$ cat src/rtl/bpc_map.svh
// Buffer processor core constants
`ifndef BPC_MAP_SVH
`define BPC_MAP_SVH

// Operand field codes (source or destination)
`define BPC_OPD_STAT1      3'h0
`define BPC_OPD_SCRATCH    3'h1
`define BPC_OPD_MSGBUF     3'h2
`define BPC_OPD_CONST      3'h3
`define BPC_OPD_ACC        3'h4
`define BPC_OPD_IO         3'h5
`define BPC_OPD_STAT2      3'h6
`define BPC_OPD_COUNT      3'h7

// Message address codes
`define BPC_MADDR_CPU      2'h0
`define BPC_MADDR_PROG     2'h1
`define BPC_MADDR_JUMP     2'h2
`define BPC_MADDR_CONST    2'h3
`define BPC_MSG_WORDS      336

// First status register bit positions
`define BPC_S1_CHAR_WAIT   0
`define BPC_S1_OUT_READY   1
`define BPC_S1_MSG_AVAIL   2
`define BPC_S1_CPU_ACCESS  3
`define BPC_S1_INT_ERR     4
`define BPC_S1_IF_ERR      5

// Second status register bit positions
`define BPC_S2_MT_BUSY     0
`define BPC_S2_ACK_READY   3
`define BPC_S2_ACK_LSB     4

// Word mode modifiers
`define BPC_MODE_WR_WORD   4'h0
`define BPC_MODE_RD_WORD   4'h1

// Word timing: eight data bits plus the spacer bit
`define BPC_WORD_BITS      9
`define BPC_SPACER_BIT     4'h8

// Reset values
`define BPC_RST_BYTE       8'h00
`define BPC_RST_WORD       9'h100

`endif

$ cat src/rtl/bpc_pkg.sv
// Types shared by the buffer processor core
package bpc_pkg;

    // One stored word: odd parity bit over eight data bits
    typedef struct packed {
        logic       par;
        logic [7:0] data;
    } bpc_word_s;

    typedef enum logic [3:0] {
        OP_NOP     = 4'b0000,
        OP_OR      = 4'b0001,
        OP_AND     = 4'b0010,
        OP_ADD     = 4'b0011,
        OP_SUB     = 4'b0100,
        OP_CMP     = 4'b0101,
        OP_LOOKUP  = 4'b0110,
        OP_TO_MT   = 4'b0111,
        OP_FROM_MT = 4'b1000,
        OP_MARKER  = 4'b1001,
        OP_WORD_MT = 4'b1010,
        OP_STORE   = 4'b1011,
        OP_HALT    = 4'b1100,
        OP_INPUT   = 4'b1101,
        OP_OUTPUT  = 4'b1110
    } bpc_op_e;

    typedef enum logic [2:0] {
        MT_IDLE    = 3'b000,
        MT_SEEK_WR = 3'b001,
        MT_PUT_WR  = 3'b010,
        MT_SEEK_RD = 3'b011,
        MT_GET_RD  = 3'b100,
        MT_COPY    = 3'b101
    } bpc_mt_state_e;

endpackage

$ cat src/rtl/bpc_core.sv
// Buffer processor core logic
//
// Functional notes
// - Accumulator checks parity on loads, adds odd parity on stores; flags exempt.
// - Counter register counts compare skips and takes the lookup result word.
// - Two instruction ranks; lower copied to upper at spacer bit time.
// - Both flag registers are 8 bits, no parity, reached only via accumulator.
// - Message buffer holds nine bits; only eight data bits go to the track.
// - Message read finds marker, loads next word, moves marker one word on.
// - Message write finds marker, writes next word position, moves marker on.
// - Instruction word: bit 9 odd parity, command high, bits 1-4 operand or mode.
// - Operand codes 0-7: flags1, scratch, msg buffer, constant, acc, io, flags2, counter.
// - Message addresses 0-3: processor, program, jump, constant; 336 words each.
// - Words copied from message track to codes 1-3 get generated parity.
// - Flags1 bits 1-6 and flags2 bits 1 and 4-8 carry the listed status meanings.
// - Flags read by masked product, written by masked store leaving others alone.
// - Input waiting flag sets on arrival, stays set until program clears it.
// - Output ready set only by program, cleared when output holder empties.
// - Message available set by program, cleared by processor on transfer done.
// - Internal error sets on instruction, accumulator load or processor parity error.
// - Interface error sets on input holder parity error; program may set it.
// - Message track busy is set and cleared by hardware only.
// - Fifteen opcodes; 0-5 are nop, or, and, add, subtract, compare.
// - Logical product ands constant word with operand into accumulator.
// - Add and subtract drop overflow; subtract ignores the constant mask.
// - True compare loads counter from jump track, suppresses execution to zero.
`include "bpc_map.svh"
`timescale 1ns/1ns
`default_nettype none

module bpc_core #(
    parameter int MSG_WORDS = `BPC_MSG_WORDS
) (
    input  wire logic              clk,
    input  wire logic              nrst,
    // Disc track words
    input  wire bpc_pkg::bpc_word_s progWord,
    input  wire bpc_pkg::bpc_word_s constWord,
    input  wire bpc_pkg::bpc_word_s scratchWord,
    input  wire logic [7:0]        jumpWord,
    input  wire logic [8:0]        msgTrackIn,
    input  wire logic              originPulse,
    // Processor side
    input  wire bpc_pkg::bpc_word_s cpuWord,
    input  wire logic              cpuWordValid,
    input  wire logic              cpuAccess,
    input  wire logic              cpuXferDone,
    // Device side holders
    input  wire bpc_pkg::bpc_word_s inHolder,
    input  wire logic              charArrive,
    input  wire logic              outHolderEmpty,
    // Outputs
    output logic                   spacerTime,
    output bpc_pkg::bpc_word_s     scratchWrData,
    output logic                   scratchWrEn,
    output logic [8:0]             msgTrackOut,
    output logic                   msgTrackWrEn,
    output bpc_pkg::bpc_word_s     copyData,
    output logic [1:0]             copyDest,
    output logic                   copyValid,
    output bpc_pkg::bpc_word_s     ioData,
    output logic [7:0]             statusOne,
    output logic [7:0]             statusTwo,
    output logic [7:0]             accOut,
    output logic                   halted
);

    // ----------
    // Input synchronisers
    // ----------
    localparam int NSYNC = 4;
    logic [NSYNC-1:0] asyncIn;
    logic [NSYNC-1:0] syncA_q;
    logic [NSYNC-1:0] syncB_q;
    logic [NSYNC-1:0] syncC_q;
    logic [NSYNC-1:0] stable_q;
    logic [NSYNC-1:0] stablePrev_q;

    assign asyncIn = {cpuXferDone, outHolderEmpty, charArrive, cpuAccess};

    // Updates once stages two and three agree
    always_ff @(posedge clk) begin
        if (!nrst) begin
            syncA_q      <= '0;
            syncB_q      <= '0;
            syncC_q      <= '0;
            stable_q     <= '0;
            stablePrev_q <= '0;
        end else begin
            syncA_q      <= asyncIn;
            syncB_q      <= syncA_q;
            syncC_q      <= syncB_q;
            stablePrev_q <= stable_q;
            for (int i = 0; i < NSYNC; i++) begin
                if (syncB_q[i] == syncC_q[i]) begin
                    stable_q[i] <= syncC_q[i];
                end
            end
        end
    end

    logic accessLvl;
    logic charRise;
    logic emptyRise;
    logic doneRise;
    assign accessLvl = stable_q[0];
    assign charRise  = stable_q[1] & ~stablePrev_q[1];
    assign emptyRise = stable_q[2] & ~stablePrev_q[2];
    assign doneRise  = stable_q[3] & ~stablePrev_q[3];

    // ----------
    // Bit timing
    // ----------
    logic [3:0] bitCnt_q;
    logic       spacer;
    assign spacer = (bitCnt_q == `BPC_SPACER_BIT);

    always_ff @(posedge clk) begin
        if (!nrst) begin
            bitCnt_q   <= 4'h0;
            spacerTime <= 1'b0;
        end else begin
            bitCnt_q   <= spacer ? 4'h0 : bitCnt_q + 4'h1;
            spacerTime <= (bitCnt_q == `BPC_SPACER_BIT - 4'h1);
        end
    end

    // ----------
    // Registers
    // ----------
    bpc_pkg::bpc_word_s upper_q;
    bpc_pkg::bpc_word_s lower_q;
    bpc_pkg::bpc_word_s msgBuf_q;
    bpc_pkg::bpc_word_s ioReg_q;
    logic [7:0]         acc_q;
    logic [7:0]         count_q;
    logic [7:0]         stat1_q;
    logic [7:0]         stat2_q;
    logic               halt_q;

    bpc_pkg::bpc_op_e   op;
    logic [3:0]         mode;
    logic [2:0]         opd;
    assign op   = bpc_pkg::bpc_op_e'(upper_q.data[7:4]);
    assign mode = upper_q.data[3:0];
    assign opd  = upper_q.data[2:0];

    // Countdown stops execution, not fetch
    logic execNow;
    assign execNow = spacer && (count_q == 8'h00) && !halt_q;

    // Flags carry no parity
    bpc_pkg::bpc_word_s operand;
    logic               opdHasPar;
    always_comb begin
        opdHasPar = 1'b1;
        case (opd)
            `BPC_OPD_STAT1:   begin
                operand   = {1'b0, stat1_q};
                opdHasPar = 1'b0;
            end
            `BPC_OPD_SCRATCH: operand = scratchWord;
            `BPC_OPD_MSGBUF:  operand = msgBuf_q;
            `BPC_OPD_CONST:   operand = constWord;
            `BPC_OPD_ACC:     operand = {~^acc_q, acc_q};
            `BPC_OPD_IO:      operand = ioReg_q;
            `BPC_OPD_STAT2:   begin
                operand   = {1'b0, stat2_q};
                opdHasPar = 1'b0;
            end
            default:          operand = {~^count_q, count_q};
        endcase
    end

    logic opdParErr;
    logic instrParErr;
    logic loadsAcc;
    assign opdParErr   = opdHasPar && !(^operand);
    assign instrParErr = spacer && !(^progWord);
    assign loadsAcc    = (op == bpc_pkg::OP_OR) || (op == bpc_pkg::OP_AND) ||
                         (op == bpc_pkg::OP_ADD) || (op == bpc_pkg::OP_SUB);

    logic       isStore;
    logic [7:0] storeVal;
    logic [7:0] storeBase;
    assign isStore   = execNow && (op == bpc_pkg::OP_STORE);
    assign storeBase = operand.data;
    // Bits outside the mask stay
    assign storeVal  = (storeBase & ~constWord.data) | (acc_q & constWord.data);

    // ----------
    // Instruction ranks and accumulator
    // ----------
    always_ff @(posedge clk) begin
        if (!nrst) begin
            upper_q <= `BPC_RST_WORD;
            lower_q <= `BPC_RST_WORD;
        end else if (spacer) begin
            upper_q <= lower_q;
            lower_q <= progWord;
        end
    end

    always_ff @(posedge clk) begin
        if (!nrst) begin
            acc_q <= `BPC_RST_BYTE;
        end else if (execNow) begin
            case (op)
                bpc_pkg::OP_OR:  acc_q <= acc_q | operand.data;
                bpc_pkg::OP_AND: acc_q <= constWord.data & operand.data;
                bpc_pkg::OP_ADD: acc_q <= acc_q + operand.data;
                bpc_pkg::OP_SUB: acc_q <= acc_q - operand.data;
                bpc_pkg::OP_STORE: begin
                    if (opd == `BPC_OPD_ACC) begin
                        acc_q <= storeVal;
                    end
                end
                default: acc_q <= acc_q;
            endcase
        end
    end

    // No restart path
    always_ff @(posedge clk) begin
        if (!nrst) begin
            halt_q <= 1'b0;
        end else if (execNow && op == bpc_pkg::OP_HALT && mode == 4'h0) begin
            halt_q <= 1'b1;
        end
    end

    // ----------
    // Counter register
    // ----------
    always_ff @(posedge clk) begin
        if (!nrst) begin
            count_q <= `BPC_RST_BYTE;
        end else if (spacer && count_q != 8'h00) begin
            count_q <= count_q - 8'h01;
        end else if (execNow) begin
            if (op == bpc_pkg::OP_CMP && operand.data == acc_q) begin
                count_q <= jumpWord;
            end else if (op == bpc_pkg::OP_LOOKUP && operand.data == acc_q) begin
                count_q <= jumpWord;
            end else if (isStore && opd == `BPC_OPD_COUNT) begin
                count_q <= storeVal;
            end
        end
    end

    // ----------
    // Scratch track and I/O register
    // ----------
    always_ff @(posedge clk) begin
        if (!nrst) begin
            scratchWrData <= `BPC_RST_WORD;
            scratchWrEn   <= 1'b0;
        end else begin
            scratchWrEn <= isStore && (opd == `BPC_OPD_SCRATCH);
            if (isStore && opd == `BPC_OPD_SCRATCH) begin
                scratchWrData <= {~^storeVal, storeVal};
            end
        end
    end

    always_ff @(posedge clk) begin
        if (!nrst) begin
            ioReg_q <= `BPC_RST_WORD;
        end else if (charRise) begin
            ioReg_q <= inHolder;
        end else if (isStore && opd == `BPC_OPD_IO) begin
            ioReg_q <= {~^storeVal, storeVal};
        end
    end

    // ----------
    // Status flags; hardware set wins over a program clear
    // ----------
    logic st1Wr;
    logic st2Wr;
    logic cpuParErr;
    assign st1Wr     = isStore && (opd == `BPC_OPD_STAT1);
    assign st2Wr     = isStore && (opd == `BPC_OPD_STAT2);
    assign cpuParErr = cpuWordValid && !(^cpuWord);

    always_ff @(posedge clk) begin
        if (!nrst) begin
            stat1_q <= `BPC_RST_BYTE;
        end else begin
            if (st1Wr) begin
                stat1_q <= storeVal;
            end
            // Live line, not settable
            stat1_q[`BPC_S1_CPU_ACCESS] <= accessLvl;
            if (charRise) begin
                stat1_q[`BPC_S1_CHAR_WAIT] <= 1'b1;
            end
            if (emptyRise) begin
                stat1_q[`BPC_S1_OUT_READY] <= 1'b0;
            end
            if (doneRise) begin
                stat1_q[`BPC_S1_MSG_AVAIL] <= 1'b0;
            end
            if (instrParErr || cpuParErr || (execNow && loadsAcc && opdParErr)) begin
                stat1_q[`BPC_S1_INT_ERR] <= 1'b1;
            end
            if (charRise && !(^inHolder)) begin
                stat1_q[`BPC_S1_IF_ERR] <= 1'b1;
            end
        end
    end

    bpc_pkg::bpc_mt_state_e mtState_q;
    logic                   mtBusy;
    assign mtBusy = (mtState_q != bpc_pkg::MT_IDLE);

    always_ff @(posedge clk) begin
        if (!nrst) begin
            stat2_q <= `BPC_RST_BYTE;
        end else begin
            if (st2Wr) begin
                stat2_q <= storeVal;
            end
            stat2_q[`BPC_S2_MT_BUSY] <= mtBusy;
        end
    end

    // ----------
    // Message buffer and message track
    // ----------
    logic startWr;
    logic startRd;
    logic startCopy;
    assign startWr   = execNow && op == bpc_pkg::OP_WORD_MT && mode == `BPC_MODE_WR_WORD;
    assign startRd   = execNow && op == bpc_pkg::OP_WORD_MT && mode == `BPC_MODE_RD_WORD;
    assign startCopy = execNow && op == bpc_pkg::OP_FROM_MT;

    always_ff @(posedge clk) begin
        if (!nrst) begin
            mtState_q <= bpc_pkg::MT_IDLE;
        end else if (spacer) begin
            case (mtState_q)
                bpc_pkg::MT_IDLE: begin
                    if (startWr) begin
                        mtState_q <= bpc_pkg::MT_SEEK_WR;
                    end else if (startRd) begin
                        mtState_q <= bpc_pkg::MT_SEEK_RD;
                    end else if (startCopy) begin
                        mtState_q <= bpc_pkg::MT_COPY;
                    end
                end
                bpc_pkg::MT_SEEK_WR: begin
                    if (msgTrackIn[8]) begin
                        mtState_q <= bpc_pkg::MT_PUT_WR;
                    end
                end
                bpc_pkg::MT_SEEK_RD: begin
                    if (msgTrackIn[8]) begin
                        mtState_q <= bpc_pkg::MT_GET_RD;
                    end
                end
                bpc_pkg::MT_PUT_WR: mtState_q <= bpc_pkg::MT_IDLE;
                bpc_pkg::MT_GET_RD: mtState_q <= bpc_pkg::MT_IDLE;
                bpc_pkg::MT_COPY: begin
                    if (originPulse) begin
                        mtState_q <= bpc_pkg::MT_IDLE;
                    end
                end
                default: mtState_q <= bpc_pkg::MT_IDLE;
            endcase
        end
    end

    // Old marker dropped
    always_ff @(posedge clk) begin
        if (!nrst) begin
            msgTrackOut  <= 9'h000;
            msgTrackWrEn <= 1'b0;
        end else begin
            msgTrackWrEn <= 1'b0;
            if (spacer) begin
                case (mtState_q)
                    bpc_pkg::MT_SEEK_WR, bpc_pkg::MT_SEEK_RD: begin
                        if (msgTrackIn[8]) begin
                            msgTrackOut  <= {1'b0, msgTrackIn[7:0]};
                            msgTrackWrEn <= 1'b1;
                        end
                    end
                    bpc_pkg::MT_PUT_WR: begin
                        msgTrackOut  <= {1'b1, msgBuf_q.data};
                        msgTrackWrEn <= 1'b1;
                    end
                    bpc_pkg::MT_GET_RD: begin
                        msgTrackOut  <= {1'b1, msgTrackIn[7:0]};
                        msgTrackWrEn <= 1'b1;
                    end
                    default: msgTrackWrEn <= 1'b0;
                endcase
            end
        end
    end

    always_ff @(posedge clk) begin
        if (!nrst) begin
            msgBuf_q <= `BPC_RST_WORD;
        end else if (spacer && mtState_q == bpc_pkg::MT_GET_RD) begin
            msgBuf_q <= {~^msgTrackIn[7:0], msgTrackIn[7:0]};
        end else if (isStore && opd == `BPC_OPD_MSGBUF) begin
            msgBuf_q <= {~^storeVal, storeVal};
        end
    end

    // Copy stops at origin
    always_ff @(posedge clk) begin
        if (!nrst) begin
            copyData  <= `BPC_RST_WORD;
            copyDest  <= `BPC_MADDR_CPU;
            copyValid <= 1'b0;
        end else begin
            copyValid <= 1'b0;
            if (startCopy && mtState_q == bpc_pkg::MT_IDLE) begin
                copyDest <= opd[1:0];
            end
            if (spacer && mtState_q == bpc_pkg::MT_COPY && !originPulse) begin
                copyData  <= {~^msgTrackIn[7:0], msgTrackIn[7:0]};
                copyValid <= 1'b1;
            end
        end
    end

    // ----------
    // Registered outputs
    // ----------
    always_ff @(posedge clk) begin
        if (!nrst) begin
            ioData    <= `BPC_RST_WORD;
            statusOne <= `BPC_RST_BYTE;
            statusTwo <= `BPC_RST_BYTE;
            accOut    <= `BPC_RST_BYTE;
            halted    <= 1'b0;
        end else begin
            ioData    <= ioReg_q;
            statusOne <= stat1_q;
            statusTwo <= stat2_q;
            accOut    <= acc_q;
            halted    <= halt_q;
        end
    end

endmodule

`default_nettype wire

$ cat config.mk
export PLATFORM = sky130hd
export DESIGN_NAME = bpc_core
export DESIGN_NICKNAME = d
export VERILOG_FILES = /design/src/rtl/bpc_pkg.sv /design/src/rtl/bpc_core.sv
export VERILOG_INCLUDE_DIRS = /design/src /design/src/rtl
export SDC_FILE = /design/constraint.sdc
export NUM_CORES = 1
export LEC_CHECK = 0
export BUFFER_PORTS_ARGS = -buffer_cell sky130_fd_sc_hd__buf_2
export CAP_MARGIN = 20
export CORE_MARGIN = 1.5
export CORE_UTILIZATION = 30
export DETAILED_ROUTE_END_ITERATION = 6
export REMOVE_ABC_BUFFERS = 1
export SLEW_MARGIN = 40
export SYNTH_ARGS = -nofsm -noshare
export SYNTH_HDL_FRONTEND = slang
export SYNTH_SLANG_ARGS = --single-unit
export TNS_END_PERCENT = 20
$ cat constraint.sdc
create_clock -name clk -period 3.4 [get_ports clk]
set_input_delay 0.17 -clock clk [delete_from_list [all_inputs] [get_ports clk]]
set_output_delay 0.17 -clock clk [all_outputs]
set_load 0.005 [all_outputs]
After elaboration in Yosys (flattened, before gate mapping)
Index checks and enable logic that the tools add are counted.
{"block": "op_classes", "add_sub_neg": 4, "n_eq_ne": 36, "mux": 29, "bitwise_logic": 13, "n_reduce_logical": 73}
{"op": "$pmux W9 S7", "count": 1}
{"op": "$mux W8", "count": 6}
{"op": "$mux W9", "count": 5}
{"op": "$pmux W8 S5", "count": 1}
{"op": "$reduce_xor A9 Y1", "count": 4}
{"op": "$reduce_xnor A8 Y1", "count": 4}
{"op": "$logic_and A1 B1 Y1", "count": 28}
{"op": "$pmux W9 S3", "count": 1}
{"op": "$and A8 B8 Y8", "count": 3}
{"op": "$eq A4 B4 Y1 const B", "count": 5}
{"op": "$eq A3 B3 Y1 const B", "count": 6}
{"op": "$mux W3", "count": 6}
{"op": "$eq A4 B3 Y1 const B", "count": 4}
{"op": "$or A8 B8 Y8", "count": 2}
{"op": "$eq A3 B2 Y1 const B", "count": 4}
{"op": "$pmux W3 S4", "count": 1}
{"op": "$reduce_bool A2 Y1", "count": 6}
{"op": "$reduce_or A2 Y1", "count": 6}
{"op": "$add A8 B8 Y8", "count": 1}
{"op": "$eq A4 B1 Y1 const B", "count": 2}
{"op": "$eq A4 B2 Y1 const B", "count": 2}
{"op": "$eq A8 B8 Y1", "count": 1}
{"op": "$logic_not A8 Y1", "count": 1}
{"op": "$ne A2 B2 Y1 const B", "count": 4}
{"op": "24 further kinds", "count": 51}
{"block": "totals", "ff_bits": 161, "input_bits": 70, "elab_cells": 199}

Longest topological paths before layout
Gate-level depths: netlist (run 1).
{"block": "logic_depth", "depth_word": 10, "mapped_depth": 17, "mapped_depth_nobuf": 14}

Least setup slack after synthesis (run 1)
OpenSTA, ideal clock, no wires.
{"block": "synth_path", "path_type": "register -> register", "start": "register acc_q[1]", "end": "register count_q[6]", "setup_time_ns": 0.115, "arrival_ns": 3.120, "t_required_ns": 3.285, "slack_ns": 0.165, "path_stages_with_launch": 14, "path_buffers": 0, "synth_period_minus_slack_ns": 3.235, "path_cell_list": "dfxtp_1 mux2i_1 mux4_2 a31oi_2 inv_1 ha_1 nor4b_1 nand4_1 nor2_1 o21a_1 nor2_1 o21ai_0 o31ai_1 o21a_1"}
{"block": "synth_between", "elab_chain_len": 7, "word_cells_on_any_way": 10}
{"element": "from (decl)", "line": "bpc_core.sv:135", "text": "logic [7:0] acc_q;"}
{"element": "from (signal assigned)", "line": "bpc_core.sv:206", "text": "acc_q <= `BPC_RST_BYTE;"}
{"element": "from (signal assigned)", "line": "bpc_core.sv:209", "text": "bpc_pkg::OP_OR: acc_q <= acc_q | operand.data;"}
{"element": "from (signal assigned)", "line": "bpc_core.sv:210", "text": "bpc_pkg::OP_AND: acc_q <= constWord.data & operand.data;"}
{"element": "$pmux W9 S7", "line": "bpc_core.sv:157", "text": "case (opd)"}
{"element": "$eq A8 B8 Y1 *", "line": "bpc_core.sv:241, bpc_core.sv:243"}
{"element": "$logic_and A1 B1 Y1", "line": "bpc_core.sv:243", "text": "end else if (op == bpc_pkg::OP_LOOKUP && operand.data == acc_q) begin"}
{"element": "$mux W8", "line": "bpc_core.sv:243"}
{"element": "$mux W8", "line": "bpc_core.sv:241", "text": "if (op == bpc_pkg::OP_CMP && operand.data == acc_q) begin"}
{"element": "$mux W8", "line": "bpc_core.sv:240", "text": "end else if (execNow) begin"}
{"element": "$mux W8", "line": "bpc_core.sv:238", "text": "end else if (spacer && count_q != 8'h00) begin"}
{"element": "to (signal assigned)", "line": "bpc_core.sv:239", "text": "count_q <= count_q - 8'h01;"}
{"element": "to (signal assigned)", "line": "bpc_core.sv:242", "text": "count_q <= jumpWord;"}
{"element": "to (signal assigned)", "line": "bpc_core.sv:244", "text": "count_q <= jumpWord;"}
{"element": "to (decl)", "line": "bpc_core.sv:136", "text": "logic [7:0] count_q;"}
Mark *: on every way between the ends. The rest lies on a longest branch, timed or not. The select of a mux whose other input is x is not followed.
A chain may end at the register's enable or synchronous reset.

Worst setup path after layout (run 1)
{"block": "layout_path", "start": "register upper_q, in the netlist mode[2]", "end": "register count_q[6]"}
{"block": "layout_between", "elab_chain_len": 9, "word_cells_on_any_way": 22}
{"element": "from (decl)", "line": "bpc_core.sv:131", "text": "bpc_pkg::bpc_word_s upper_q;"}
{"element": "from (signal assigned)", "line": "bpc_core.sv:196", "text": "upper_q <= `BPC_RST_WORD;"}
{"element": "from (signal assigned)", "line": "bpc_core.sv:199", "text": "upper_q <= lower_q;"}
{"element": "$eq A3 B3 Y1, or another cell as far along", "line": "bpc_core.sv:157"}
{"element": "$pmux W9 S7", "line": "bpc_core.sv:157"}
{"element": "$and A8 B8 Y8", "line": "bpc_core.sv:189", "text": "assign storeVal = (storeBase & ~constWord.data) | (acc_q & constWord.data);"}
{"element": "$or A8 B8 Y8", "line": "bpc_core.sv:189"}
{"element": "$mux W8", "line": "bpc_core.sv:245", "text": "end else if (isStore && opd == `BPC_OPD_COUNT) begin"}
{"element": "$mux W8", "line": "bpc_core.sv:243"}
{"element": "$mux W8", "line": "bpc_core.sv:241"}
{"element": "$mux W8", "line": "bpc_core.sv:240"}
{"element": "$mux W8", "line": "bpc_core.sv:238"}
Several ways; a longest one is shown, not always the timed one. The select of a mux whose other input is x is not followed.

==> run_results.csv, run 1 <==
group,metric,value,unit
placed_design,hpwl,20.1,mm
critical_path,start_kind,"register",
cells_and_area,antennaDiodeCount,0,
die,die_area,0.0296,mm²
timing,hold_viol_final,0,
logic_synthesis,synth_warnings,0,
critical_path,crit_family,"compound AO/OA/AOI/OAI gates",
cells_and_area,drive_above_1_share,0.238,
die,die_h,172,µm
global_route,gr-total-overflow,0,
route,avgViaCountPerCell,4.91,
die,design.portCount,137,
cells_and_area,nets,1254,
placed_design,numPortBuffers,136,
route,routedWlPerCell,17.3,µm
logic_synthesis,synth_edf_count,0,
die,die_x,172,µm
placed_design,gp_congestion,0.951,
global_route,grt_usage,0.184,
route,vias,7556,
logic_synthesis,ys.flop_type,"dfxtp_1",
clocking,root_buffer,"clkbuf_16",
logic_synthesis,synth_area,0.00858,mm²
timing,clock_skew,0.0125,ns
critical_path,path_max_fanout,13,
global_route,grt_max_degree,70,
min_path,hold_class,"in -> reg",
critical_path,end_kind,"register",
clocking,cts_sinks,160,
pwr,p_per_area,408,mW/mm²
pwr,irDropWorstVdd,0.327,mV
clocking,cts_buffer_depth,2,
global_route,first_global_vias,7170,
timing,relSlewSlack,0.518,
die,rows,61,
critical_path,worst-setup-path-type,"reg -> reg",
route,initialDrtViolationCount,543,
timing,worst_pin_slew,0.720,ns
status,status,"finished, final reports clean",
pwr,power,4.45,mW
logic_synthesis,synthArstFlopShare,0,
logic_synthesis,synth_cell_types,66,
route,drc,0,
critical_path,timing.critical_path.buf_inv,1,
route,routed_wirelength,26.7,mm
pwr,p_leak,4.69,nW
global_route,grt_pass1_wl,41.1,mm
clocking,tritoncts,"built",
timing,setup_viol,0,
die,core_area,0.0279,mm²
timing,setup_slack,0.0626,ns
placed_design,pre_cts_ws,-0.0723,ns
critical_path,crit_arrival,3.66,ns
critical_path,critPathMaxStageDelay,0.51,ns
timing,period_minus_slack,3.34,ns
timing,max_freq,300,MHz
route,firstDrtPassIters,5,
critical_path,slowest_stage,"mux4_2",
clocking,clkSlewWorstSetupHoldPaths,0.07,ns
die,initial_utilization,0.307,
clocking,clk_latency,0.43,ns
global_route,antenna_found_initial,0,
critical_path,timing.critical_path.cells,"buf_12 > mux2_2 > mux4_2 > o22ai_4 > ha_4 > nor4_4 > nand4_1 > nor2_1 > o21a_2 > nor2_4 > o21ai_0 > o31ai_1 > o21a_1",
clocking,cts_max_level,4,
logic_synthesis,ys_seq_area_frac,0.373,
timing,period_share,0.982,
timing,maxSlewViolCount,0,
logic_synthesis,syn_inst,981,
logic_synthesis,ys_seq_elements,160,
logic_synthesis,syn_avg_cell_area,8.75,µm²
critical_path,cp.required,3.72,ns
job,cap_violations,0,
route,ant_nets,0,
clocking,cts_buffers,17,
cells_and_area,syn_to_final_growth,26.9,%
## area by class of cell
class	instances	area, µm²
multi-input cells	727	5130
well taps	378	473
repair buffers	206	1260
fillers	2857	17000
inverters	37	143
flip-flops and latches	160	3210
clock inverters	11	228
clock buffers	20	447
## synthesized netlist by cell type, drive strengths merged (4+ instances only)
library cell | n | area [µm²]
dfxtp | 160 | 3200
nand2 | 126 | 473
and2 | 64 | 400
o21ai | 64 | 320
nor2 | 54 | 203
xnor2 | 53 | 479
clkbuf | 44 | 165
a21oi | 39 | 195
mux2i | 39 | 390
inv | 36 | 135
ha | 33 | 413
nor2b | 30 | 188
a21boi | 27 | 203
o211a | 19 | 190
a31oi | 17 | 128
o221ai | 16 | 146
buf | 13 | 86.3
nand3 | 12 | 60.1
o21a | 12 | 90.1
xor2 | 12 | 105
nor3 | 10 | 60.1
mux2 | 8 | 93.8
a211oi | 7 | 52.6
a22oi | 7 | 95.1
nand2b | 7 | 43.8
a2bb2oi | 6 | 52.6
and3b | 6 | 52.6
and3 | 5 | 31.3
o21bai | 5 | 37.5
a21o | 4 | 30.0
o211ai | 4 | 30.0
o31ai | 4 | 30.0
## worst reg2reg max path, cell delays in order (launching register included)
cell	delay, ns
dfxtp_2	0.35
buf_12	0.14
mux2_2	0.36
mux4_2	0.51
o22ai_4	0.25
ha_4	0.25
nor4_4	0.26
nand4_1	0.21
nor2_1	0.17
o21a_2	0.19
nor2_4	0.08
o21ai_0	0.18
o31ai_1	0.09
o21a_1	0.18
## worst paths after layout
check                        startpoint                       to  slack [ns]  cells after the start
setup / recovery   mode[2]$_SDFFE_PN0P_  count_q[6]$_SDFFE_PN0P_        0.06                     13
hold / removal              progWord[0]  lower_q[0]$_SDFFE_PN0P_        0.01                      3
setup reg to reg   mode[2]$_SDFFE_PN0P_  count_q[6]$_SDFFE_PN0P_        0.06                     13
hold reg to reg   syncA_q[0]$_SDFF_PN0_    syncB_q[0]$_SDFF_PN0_        0.43                      1
## flip-flops by register name, summed over array words and instances (netlist names), 9 cells and up
register and cells:
msgBuf_q 9, ioData 9, ioReg_q 9, msgTrackOut 9, scratchWrData 9, copyData 9
## layer usage
layer	routed length, µm	track usage	vias to the layer above	share of wire
li1	-	-	3722	-
met1	12700	0.250	3555	0.48
met2	12000	0.290	243	0.45
met3	1460	0.0373	36	0.055
met4	554	0.0563	0	0.021
met5	0	0	-	0
## logic make-up (layout without fill, tap and decap cells)
kind of cell    Yosys count  in the layout  synth area share
buf+inv                  94            274            0.0455
fa+ha+maj                35             35            0.0528
xor+xnor                 66             66            0.0707
flops                   160            160             0.373
compound gates          245            245             0.203
simple gates            331            331             0.190
mux                      50             50            0.0643
## through the flow
stage               instances  instance area [µm²]   util  TNS (ns)  hold slack (ns)
CTS                      1536                10700  0.384         0         0.000736
global route             1539                10900  0.390    -0.252           0.0178
global placement         1498                 9980  0.357   -0.0313            0.378
detailed placement       1498                 9990  0.358    -0.408            0.385
floorplan                 924                 8330      -     -4.88            0.243
finish                   1539                10900  0.390         0           0.0123
## report_power, final
part / switching, mW / leakage, nW / internal [mW] / total, mW
Sequential: 0.00852 / 1.29 / 1.89 / 1.90
Clock: 0.813 / 0.325 / 1.41 / 2.22
Combinational: 0.166 / 3.07 / 0.164 / 0.330
Total: 0.987 / 4.69 / 3.46 / 4.45
## layout by cell type, fill, tap and decap left out, types with 15 or more instances in the layout
cell type / instances
o211a_1: 19
clkbuf_16: 17
inv_1: 36
xnor2_1: 51
dfxtp_1: 158
a21oi_1: 37
ha_1: 31
a21boi_0: 27
nand2_1: 126
mux2i_1: 39
a31oi_1: 15
buf_2: 135
and2_1: 63
nor2b_1: 29
o21ai_0: 58
buf_4: 61
nor2_1: 52
## what timing repair did
item,4_1_cts,5_1_grt
hold buffers,7,0
pin swaps,3,4
setup endpoints to repair,9,12
setup buffers,0,3
hold endpoints to repair,7,0
resized for setup,1,26
Power figures use the tool's default switching activity.
==> inputs of run 2 (changes only) <==
--- a/config.mk
+++ b/config.mk
@@ -10,7 +10,9 @@
 export CAP_MARGIN = 20
 export CORE_MARGIN = 1.5
 export CORE_UTILIZATION = 30
+export CTS_CLUSTER_SIZE = 14
 export DETAILED_ROUTE_END_ITERATION = 6
+export PLACE_DENSITY = 0.49
 export REMOVE_ABC_BUFFERS = 1
 export SLEW_MARGIN = 40
 export SYNTH_ARGS = -nofsm -noshare
==> run_results.csv, run 2 (synthesis gave the netlist of run 1 again) <==
group,metric,value,unit
route,routedWlPerCell,17.4,µm
die,rows,61,
clocking,cts_max_level,4,
die,core_area,0.0279,mm²
clocking,clkSlewWorstSetupHoldPaths,0.07,ns
global_route,grt_usage,0.186,
critical_path,crit_start,"mode[2]$_SDFFE_PN0P_",
pwr,combPwrFrac,0.076,
cells_and_area,antennaDiodeCount,0,
global_route,antenna_found_initial,0,
cells_and_area,final_core_util,0.392,
timing,period_minus_slack,3.28,ns
placed_design,numPortBuffers,136,
die,design.portCount,137,
die,die_h,172,µm
critical_path,crit_family,"compound AO/OA/AOI/OAI gates",
critical_path,slowest_stage,"mux4_2",
critical_path,critPathMaxStageDelay,0.51,ns
timing,setup_slack,0.116,ns
route,initialDrtViolationCount,575,
cells_and_area,drive_above_1_share,0.243,
critical_path,end_kind,"register",
timing,max_freq,305,MHz
cells_and_area,syn_to_final_growth,27.5,%
die,die_area,0.0296,mm²
critical_path,cp.required,3.78,ns
timing,clock_skew,0.0117,ns
pwr,seqPwrFrac,0.437,
timing,hold_viol_final,0,
placed_design,dp.cells,1502,
pwr,irDropWorstVdd,0.342,mV
min_path,worstHoldStart,"inHolder[1]",
cells_and_area,stdcell_area,0.0109,mm²
timing,maxSlewViolCount,0,
clocking,cts_sinks,160,
pwr,p_sw,1.08,mW
critical_path,path_max_fanout,13,
critical_path,rr_endpoint,"count_q[6]$_SDFFE_PN0P_",
global_route,gr-total-overflow,0,
placed_design,place_area,0.0100,mm²
clocking,clk_latency,0.43,ns
timing,rsz0062_at_grt,"yes",
global_route,first_global_vias,7074,
route,vias,7558,
pwr,p_per_area,396,mW/mm²
critical_path,reg2regPathDepth,12,
pwr,p_leak,4.74,nW
placed_design,hpwl,20.4,mm
critical_path,crit_arrival,3.66,ns
critical_path,reg2reg_from,"mode[2]$_SDFFE_PN0P_",
global_route,grt_pass1_wl,41.3,mm
placed_design,pre_cts_ws,-0.0458,ns
cells_and_area,final_cell_mix,"dfxtp_1 (157), buf_2 (135), nand2_1 (125)",
pwr,intPower,3.25,mW
route,firstDrtPassIters,5,
pwr,swShare,0.250,
timing,finalSetupTns,0,ns
critical_path,timing.critical_path.cells,"buf_12 > mux2_2 > mux4_2 > o22ai_4 > ha_4 > nor4_4 > nand4_1 > nor2_1 > o21a_2 > o21ai_2 > a211oi_1 > o21a_1",
clocking,cts_buffer_depth,2,
critical_path,worst-setup-path-type,"reg -> reg",
route,ant_nets,0,
placed_design,gp_congestion,0.945,
pwr,pwr-share-clk,0.487,
job,cap_violations,0,
die,die_x,172,µm
timing,relSlewSlack,0.540,
status,status,"finished, final reports clean",
clocking,tritoncts,"built",
die,initial_utilization,0.307,
cells_and_area,final_common_cell,"dfxtp_1",
timing,period_share,0.966,
route,routed_wirelength,27.0,mm
timing,setup_viol,0,
min_path,hold_class,"in -> reg",
min_path,min_path_cells,3,
global_route,grt_max_degree,62,
cells_and_area,nets,1268,
critical_path,timing.critical_path.buf_inv,1,
timing,worst_pin_slew,0.688,ns
critical_path,start_kind,"register",
route,avgViaCountPerCell,4.86,
route,drc,0,
clocking,root_buffer,"clkbuf_16",
cells_and_area,fin_cells,1554,
clocking,cts_buffers,17,
min_path,hold_end,"ioReg_q[1]$_SDFFE_PN0P_",
critical_path,ff2ff_setup_slack,0.12,ns
## run 2: per-stage QoR
step / hold slack (ns) / power (mW)
after floorplan: 0.243 / 2.10
after global placement: 0.384 / 2.24
after detailed placement: 0.389 / 2.24
after CTS: 0.00223 / 4.37
after global routing: 0.0160 / 4.49
final: 0.0177 / 4.33
## run 2: worst max-delay path by stage
stage / to / slack (ns) / depth (start not counted)
2_1_floorplan: count_q[6]$_SDFFE_PN0P_ / -0.55 / 14
3_3_place_gp: count_q[7]$_SDFFE_PN0P_ / 0.02 / 13
3_5_place_dp: count_q[7]$_SDFFE_PN0P_ / -0.05 / 13
4_1_cts: count_q[2]$_SDFFE_PN0P_ / 0.02 / 13
5_1_grt: acc_q[7]$_SDFFE_PN0P_ / -0.04 / 16
6_report: count_q[6]$_SDFFE_PN0P_ / 0.12 / 12
## run 2: power groups by stage
stage               sequential, mW  combinational [mW]  clock (mW)
floorplan                     1.94               0.166           0
global placement              1.94               0.299           0
detailed placement            1.94               0.301           0
CTS                           1.89               0.313        2.16
global route                  1.89               0.361        2.24
finish                        1.89               0.331        2.11
## run 2: layout make-up
type                            instances  area, µm²
Multi-Input combinational cell        727       5110
Fill cell                            2901      17000
Tap cell                              378        473
Timing Repair Buffer                  220       1370
Clock buffer                           17        425
Sequential cell                       160       3210
Clock inverter                         15        216
Inverter                               37        143
## run 2: tightest hold or removal path, stage by stage
cell and delay, ns:
buf_2 0.11, nand2_1 0.05, a21boi_0 0.06
## run 2: metal layers
metal  vias up  GRT usage  routed length (µm)
met5         -          0                   0
met4         0     0.0609                 545
met3        33     0.0320                1340
met2       237      0.291               12000
met1      3524      0.258               13100
li1       3764          -                   -
## run 2: timing repair
item,CTS,global route
endpoints found under the setup margin,7,12
endpoints found under the hold margin,13,0
pin swaps,0,7
buffers inserted,0,7
hold buffers,13,0
resized for setup,3,27
